`src/legacy_attr_pkg.sv`:
```
// Constants, types and helpers for legacy region attribute steering
package legacy_attr_pkg;

    // ************************************************************
    // Register map
    // ************************************************************
    localparam int          NUM_ATTR_REGS    = 7;
    localparam int          NUM_SEGMENTS     = 13;
    localparam logic [7:0]  TOP_ATTR_OFFSET  = 8'h90;
    localparam logic [7:0]  C0_ATTR_OFFSET   = 8'h91;
    localparam logic [7:0]  C8_ATTR_OFFSET   = 8'h92;
    localparam logic [7:0]  LAST_ATTR_OFFSET = 8'h96;
    localparam logic [2:0]  NO_ATTR_IDX      = 3'h7;
    localparam int          UPPER_FIELD_LSB  = 4;
    localparam int          LOWER_FIELD_LSB  = 0;
    localparam logic [7:0]  ATTR_RESET       = 8'h00;
    localparam logic [7:0]  PAIR_WRITE_MASK  = 8'h33;
    localparam logic [7:0]  TOP_WRITE_MASK   = 8'h30;

    // ************************************************************
    // Field encodings
    // ************************************************************
    localparam logic [1:0]  ATTR_SOUTH_ONLY  = 2'h0;
    localparam logic [1:0]  ATTR_READ_DRAM   = 2'h1;
    localparam logic [1:0]  ATTR_WRITE_DRAM  = 2'h2;
    localparam logic [1:0]  ATTR_FULL_DRAM   = 2'h3;
    localparam int          FETCH_CLAIM_POS  = 0;
    localparam int          WRITE_CLAIM_POS  = 1;

    // ************************************************************
    // Address windows
    // ************************************************************
    localparam logic [31:0] LEGACY_BASE      = 32'h000c0000;
    localparam logic [31:0] C4_SEG_BASE      = 32'h000c4000;
    localparam logic [31:0] C8_SEG_BASE      = 32'h000c8000;
    localparam logic [31:0] D0_SEG_BASE      = 32'h000d0000;
    localparam logic [31:0] TOP_SEG_BASE     = 32'h000f0000;
    localparam logic [31:0] LEGACY_LIMIT     = 32'h000fffff;
    localparam logic [4:0]  PAIR_SLOT_BIAS   = 5'h17;
    localparam logic [5:0]  SEG_SLOT_BIAS    = 6'h30;
    localparam logic [3:0]  TOP_SEG_NUM      = 4'hc;

    typedef struct packed {
        logic [NUM_ATTR_REGS-1:0][7:0] attr;
    } regfile_state_type;

    typedef struct packed {
        logic       cfg_ack;
        logic [7:0] cfg_rdata;
        logic       route_valid;
        logic       route_write;
        logic       route_pci;
        logic       route_legacy;
        logic       route_dram;
        logic       route_south;
        logic [1:0] route_field;
        logic [3:0] route_seg;
        logic       route_unsafe;
    } steer_state_type;

    function automatic logic [1:0] pick_field(input logic [7:0] attr, input logic upper);
        return upper ? attr[UPPER_FIELD_LSB +: 2] : attr[LOWER_FIELD_LSB +: 2];
    endfunction

    function automatic logic [7:0] write_mask(input logic [2:0] idx);
        return (idx == 3'h0) ? TOP_WRITE_MASK : PAIR_WRITE_MASK;
    endfunction

endpackage

```
`src/attr_link_if.sv`:
```
// Attribute bytes shared between the register store and the decoder
`timescale 1ns/1ps
`default_nettype none
interface attr_link_if;
    import legacy_attr_pkg::*;
    logic [NUM_ATTR_REGS-1:0][7:0] attr;
    modport store  (output attr);
    modport lookup (input attr);
endinterface
`default_nettype wire

```
`src/attr_regfile.sv`:
```
// Storage for the seven legacy region attribute bytes
`timescale 1ns/1ps
`default_nettype none
module attr_regfile
(
    input  wire logic        clk_i,
    input  wire logic        rst_b_i,
    input  wire logic        wr_en_i,
    input  wire logic [2:0]  wr_idx_i,
    input  wire logic [7:0]  wr_data_i,
    input  wire logic [2:0]  rd_idx_i,
    output logic      [7:0]  rd_data_o,
    attr_link_if.store       link
);
    import legacy_attr_pkg::*;

    regfile_state_type state_reg;
    regfile_state_type state_next;

    always_comb
    begin
        state_next = state_reg;
        if (wr_en_i && wr_idx_i != NO_ATTR_IDX)
        begin
            // Reserved bits never store anything
            state_next.attr[wr_idx_i] = wr_data_i & write_mask(wr_idx_i);
        end
    end

    always_ff @(posedge clk_i)
    begin
        if (!rst_b_i)
            state_reg.attr <= {NUM_ATTR_REGS{ATTR_RESET}};
        else
            state_reg <= state_next;
    end

    assign rd_data_o = (rd_idx_i == NO_ATTR_IDX) ? 8'h00 : state_reg.attr[rd_idx_i];
    assign link.attr = state_reg.attr;

endmodule // attr_regfile
`default_nettype wire

```
`src/seg_decoder.sv`:
```
// Maps an address onto its legacy segment and attribute field
`timescale 1ns/1ps
`default_nettype none
module seg_decoder
(
    input  wire logic [31:0] addr_i,
    attr_link_if.lookup      link,
    output logic             hit_o,
    output logic      [1:0]  field_o,
    output logic      [3:0]  seg_o
);
    import legacy_attr_pkg::*;

    logic [2:0] pair_idx;

    always_comb
    begin
        pair_idx = 3'(addr_i[19:15] - PAIR_SLOT_BIAS);
        hit_o    = 1'b0;
        field_o  = ATTR_SOUTH_ONLY;
        seg_o    = 4'h0;
        if (addr_i >= TOP_SEG_BASE && addr_i <= LEGACY_LIMIT)
        begin
            // One 64 KB segment, upper field only
            hit_o   = 1'b1;
            field_o = pick_field(link.attr[0], 1'b1);
            seg_o   = TOP_SEG_NUM;
        end
        else if (addr_i >= LEGACY_BASE && addr_i < TOP_SEG_BASE)
        begin
            // 16 KB segments, two to a byte, bit 14 picks the half
            hit_o   = 1'b1;
            field_o = pick_field(link.attr[pair_idx], addr_i[14]);
            seg_o   = 4'(addr_i[19:14] - SEG_SLOT_BIAS);
        end
    end

endmodule // seg_decoder
`default_nettype wire

```
`src/legacy_bios_region_steering.sv`:
```
// Top of the legacy region attribute decoder and its config port
`timescale 1ns/1ps
`default_nettype none
// ****************************************************************
// ****************************************************************
module legacy_bios_region_steering
(
    input  wire logic        clk_i,
    input  wire logic        rst_b_i,
    input  wire logic        cfg_sel_i,
    input  wire logic        cfg_write_i,
    input  wire logic [7:0]  cfg_offset_i,
    input  wire logic [7:0]  cfg_wdata_i,
    output logic             cfg_ack_o,
    output logic      [7:0]  cfg_rdata_o,
    input  wire logic        mem_valid_i,
    input  wire logic        mem_write_i,
    input  wire logic        mem_pci_i,
    input  wire logic [31:0] mem_addr_i,
    output logic             route_valid_o,
    output logic             route_write_o,
    output logic             route_pci_o,
    output logic             route_legacy_o,
    output logic             route_dram_o,
    output logic             route_south_o,
    output logic      [1:0]  route_field_o,
    output logic      [3:0]  route_seg_o,
    output logic             route_unsafe_o
);
    import legacy_attr_pkg::*;

    // ************************************************************
    // Configuration port
    // ************************************************************
    attr_link_if link ();

    logic [2:0] cfg_idx;
    logic [7:0] rd_byte;
    logic       dec_hit;
    logic [1:0] dec_field;
    logic [3:0] dec_seg;
    logic       fetch_claim;
    logic       write_claim;
    logic       claim;

    // Offsets outside the seven bytes read zero and drop writes
    always_comb
    begin
        if (cfg_offset_i >= TOP_ATTR_OFFSET && cfg_offset_i <= LAST_ATTR_OFFSET)
            cfg_idx = 3'(cfg_offset_i - TOP_ATTR_OFFSET);
        else
            cfg_idx = NO_ATTR_IDX;
    end

    attr_regfile u_regfile
    (
        .clk_i     (clk_i),
        .rst_b_i   (rst_b_i),
        .wr_en_i   (cfg_sel_i && cfg_write_i),
        .wr_idx_i  (cfg_idx),
        .wr_data_i (cfg_wdata_i),
        .rd_idx_i  (cfg_idx),
        .rd_data_o (rd_byte),
        .link      (link.store)
    );

    // ************************************************************
    // Segment decode
    // ************************************************************
    seg_decoder u_decoder
    (
        .addr_i  (mem_addr_i),
        .link    (link.lookup),
        .hit_o   (dec_hit),
        .field_o (dec_field),
        .seg_o   (dec_seg)
    );

    assign fetch_claim = dec_field[FETCH_CLAIM_POS];
    assign write_claim = dec_field[WRITE_CLAIM_POS];
    // Origin plays no part in the claim decision
    assign claim = mem_write_i ? write_claim : fetch_claim;

    // ************************************************************
    // State
    // ************************************************************
    steer_state_type state_reg;
    steer_state_type state_next;

    always_comb
    begin
        state_next              = state_reg;
        state_next.cfg_ack      = cfg_sel_i;
        state_next.route_valid  = mem_valid_i;
        if (cfg_sel_i)
        begin
            // Writes answer with the old byte, reads with the stored one
            state_next.cfg_rdata = rd_byte;
        end
        if (mem_valid_i)
        begin
            state_next.route_write  = mem_write_i;
            state_next.route_pci    = mem_pci_i;
            state_next.route_legacy = dec_hit;
            state_next.route_field  = dec_field;
            state_next.route_seg    = dec_seg;
            // Addresses outside the window are left to other decoders
            state_next.route_dram   = dec_hit && claim;
            state_next.route_south  = dec_hit && !claim;
            // Flags a PCI-origin legacy access whose field is not full DRAM, even one routed to DRAM
            state_next.route_unsafe = dec_hit && mem_pci_i
                                      && (dec_field != ATTR_FULL_DRAM);
        end
        else
        begin
            state_next.route_dram   = 1'b0;
            state_next.route_south  = 1'b0;
            state_next.route_unsafe = 1'b0;
        end
    end

    always_ff @(posedge clk_i)
    begin
        if (!rst_b_i)
            state_reg <= '0;
        else
            state_reg <= state_next;
    end

    assign cfg_ack_o      = state_reg.cfg_ack;
    assign cfg_rdata_o    = state_reg.cfg_rdata;
    assign route_valid_o  = state_reg.route_valid;
    assign route_write_o  = state_reg.route_write;
    assign route_pci_o    = state_reg.route_pci;
    assign route_legacy_o = state_reg.route_legacy;
    assign route_dram_o   = state_reg.route_dram;
    assign route_south_o  = state_reg.route_south;
    assign route_field_o  = state_reg.route_field;
    assign route_seg_o    = state_reg.route_seg;
    assign route_unsafe_o = state_reg.route_unsafe;
endmodule // legacy_bios_region_steering
`default_nettype wire

```
`config.mk`:
```
export PLATFORM = sky130hd
export DESIGN_NAME = legacy_bios_region_steering
export DESIGN_NICKNAME = d
export VERILOG_FILES = /design/src/legacy_attr_pkg.sv /design/src/attr_link_if.sv /design/src/attr_regfile.sv /design/src/seg_decoder.sv /design/src/legacy_bios_region_steering.sv
export SDC_FILE = /design/constraint.sdc
export NUM_CORES = 1
export LEC_CHECK = 0
export BUFFER_PORTS_ARGS = -buffer_cell sky130_fd_sc_hd__clkbuf_2
export CORE_UTILIZATION = 40
export DETAILED_ROUTE_END_ITERATION = 8
export PLACE_DENSITY = 0.62
export SETUP_SLACK_MARGIN = 0.15
export SLEW_MARGIN = 20
export SYNTH_ARGS = -nofsm -noshare
export SYNTH_HDL_FRONTEND = slang
export SYNTH_SLANG_ARGS = --single-unit
```
`constraint.sdc`:
```
create_clock -name clk_i -period 2.2 [get_ports clk_i]
set_input_delay 0.11 -clock clk_i [delete_from_list [all_inputs] [get_ports clk_i]]
set_output_delay 0.11 -clock clk_i [all_outputs]
set_load 0.05 [all_outputs]
```
==> impl_metrics.toml <==
[outcome]
status = "finished clean"

[finish]
regArea_um2 = 921
drive_gt1_share_pct = 28.3
n_antenna_cell = 0
area_growth_pct = 15.1
multi_input_area_mm2 = 0.00150
nets = 360
n_fill_cell = 585

[synthesis]
syn_avg_cell_area_um2 = 9.92
syn-instance-count = 254
netlist_area_mm2 = 0.00252
synthFlopType = "dfxtp_1"
yosys_warnings = 0
synth_top_family_by_area = "simple AND/OR/NAND/NOR gates"
synth.area.mux_share_pct = 21.8
yosysSeqAreaShare_pct = 36.5
ys_ff_latch = 46
synth_compound_area_share_pct = 11.2
async_reset_ff_share_pct = 0
synth_xor_area_share_pct = 0.695
synth_cell_type_count = 56
synth_simple_gate_area_share_pct = 24.6
synth_fa_ha_area_share_pct = 0.497
synth_edf_count = 0

[timing]
clock_skew_ps = 12.4
finalWorstSetupSlack_ps = 468
fmax_mhz = 577
hold_viol = 0
slew_violations = 0
period_share_pct = 78.7
final.setup.tns_ps = 0
rsz0062_at_grt = "false"
setup_viol = 0
post-route-min-period_ps = 1730

[run]
drv_cap = 0

[critical_path]
critPathSlowestCell = "ha_1"
path_cells = "clkbuf_2 > ha_1 > mux2_2 > a2111oi_2 > a31oi_1 > a21oi_1 > o2111a_1"
startpoint_type = "input pin"
path_class = "input pin to flop"
max_stage_delay_ps = 560
crit_arrival_ps = 1990
critical_path_peak_fanout = 10
cp_top_family = "compound AO/OA/AOI/OAI gates"
cp.required_ps = 2460
crit_path_end_kind = "flop"
path_buf_inv = 1

[grt]
antenna_found_initial = 0
overflow = 0
grt_max_degree = 38
grt_pass1_vias = 1827
grt_pass1_wl_um = 9280
gr-usage-all-layers_pct = 18.8

[placement]
io_buffers = 54
place_ws_ps = 123
dp_hpwl_um = 4410
finalWeightedCongestion = 0.797

[cts]
cts-root-buf = "clkbuf_8"
cts_hold_buf = 0
cts_setup_buffers = 0
h-tree-depth = 2
clk_pin_slew_ps = 90
cts_max_path_buffers = 2
tritoncts = "yes"
clock-sinks = 46
worstSkewPairLatency_ps = 310
cts_buffers = 5
cts_resized = 0

[route]
vias = 2034
firstDrtPassIters = 4
dr.first_iter.drc_count = 108
avgViaCountPerCell = 5.37
wl_per_cell_um = 15.7
ant_nets = 0
drc = 0
routed_wirelength_um = 5940

[floorplan]
die_h_um = 81.4
io_pins = 77
rows = 28
start_util_pct = 42.1
die-area_mm2 = 0.00662
die_w_um = 81.4
core_area_mm2 = 0.00599

[power_and_ir_drop]
leakage_nw = 1.23
ir_drop_v = 0.000246
power.density_mw_per_mm2 = 538

[hold_path]
hp-class = "input pin to flop"
sequential cells by signal (all words and copies together), names as in the netlist:
name and flops:
cfg_rdata_o 4, route_legacy_o 1, route_unsafe_o 1, route_field_o 2, route_seg_o 4, u_regfile.link.attr 28
route_write_o 1, cfg_ack_o 1, route_pci_o 1, route_south_o 1, route_dram_o 1, route_valid_o 1
worst register-to-register path, delay by kind of cell, from the launching register on:
kind	cells	cell delay, ps
AO/OA/AOI/OAI	3	530
multiplexers	1	290
AND/OR/NAND/NOR	1	300
flip-flops	1	340
synth_stat cells, types with 2 or more instances:
master,n,area (µm²)
nor2b_1,29,181
nand2_1,13,48.8
a31oi_1,2,12.5
clkbuf_1,6,22.5
and3_1,2,12.5
nor4_1,2,12.5
mux4_2,2,45.0
mux2_2,8,90.1
dfxtp_1,46,921
o211ai_1,3,22.5
a32oi_1,2,17.5
o21ai_0,4,20.0
buf_4,6,45.0
mux2_1,3,33.8
inv_1,2,7.51
nor3b_1,2,15.0
a221oi_1,3,26.3
a22o_1,4,35.0
buf_2,5,25.0
nand4_1,5,31.3
and2_1,4,25.0
mux2i_1,38,380
nand3_1,10,50.1
a22oi_1,2,15.0
nand2b_1,7,43.8
o21a_4,2,30.0
a21oi_1,4,20.0
a21boi_0,3,22.5
nor3_1,2,10.0
nor2_1,7,26.3
layer usage:
layer	share of wire [%]	up-vias	GRT usage, %
li1	-	1018	-
met1	50	966	26.6
met2	46	45	29.1
met3	3.5	5	2.92
met4	1.1	0	5.36
met5	0	-	0
through the flow:
stage | power, mW | area [µm²] | std cells | utilization (%) | hold slack, ps
5_1_grt | 1.63 | 2900 | 379 | 48.4 | 41.8
3_5_place_dp | 1.07 | 2820 | 372 | 47.1 | 362
3_3_place_gp | 1.07 | 2820 | 372 | 47.1 | 360
2_1_floorplan | 1.01 | 2530 | 257 | - | 236
6_report | 1.56 | 2900 | 379 | 48.4 | 40.9
4_1_cts | 1.58 | 2900 | 379 | 48.4 | 38.8
worst paths after layout:
check / slack, ps / from / end / depth (start not counted)
min: 40 / mem_pci_i / route_unsafe_o / 2
min reg2reg: 450 / route_legacy_o / route_legacy_o / 2
max reg2reg: 690 / u_regfile.link.attr[28] / route_unsafe_o / 5
max: 470 / mem_addr_i[16] / route_unsafe_o / 7
final cells by class:
cell class / count / area share, %
timing repair buffer: 58 / 10.3
multi-input combinational: 190 / 51.5
inverter: 3 / 0.388
sequential: 46 / 31.7
clock inverter: 1 / 0.259
tap: 75 / 3.23
clock buffer: 6 / 2.50
layout by cell type, fill, tap and decap left out, types with 5 or more instances in the layout:
cell type / n
clkbuf_2: 54
dfxtp_1: 46
mux2i_1: 38
nor2b_1: 29
nand2_1: 13
nand3_1: 10
mux2_2: 8
nor2_1: 7
nand2b_1: 7
nand4_1: 5
clkbuf_8: 5
cells by family (layout without fill, tap and decap cells):
kind of cell,Yosys count,count (layout)
compound gates,35,35
xor+xnor,2,2
simple gates,97,97
other cells,1,4
flops,46,46
fa+ha+maj,1,1
mux,51,51
buf+inv,21,68
power by group:
part           total (mW)  internal, mW  switching, mW
logic               0.217        0.0834          0.133
clock network       0.507         0.218          0.289
registers           0.838         0.837        0.00189
total                1.56          1.14          0.424
(Power assumes the default switching activity.)
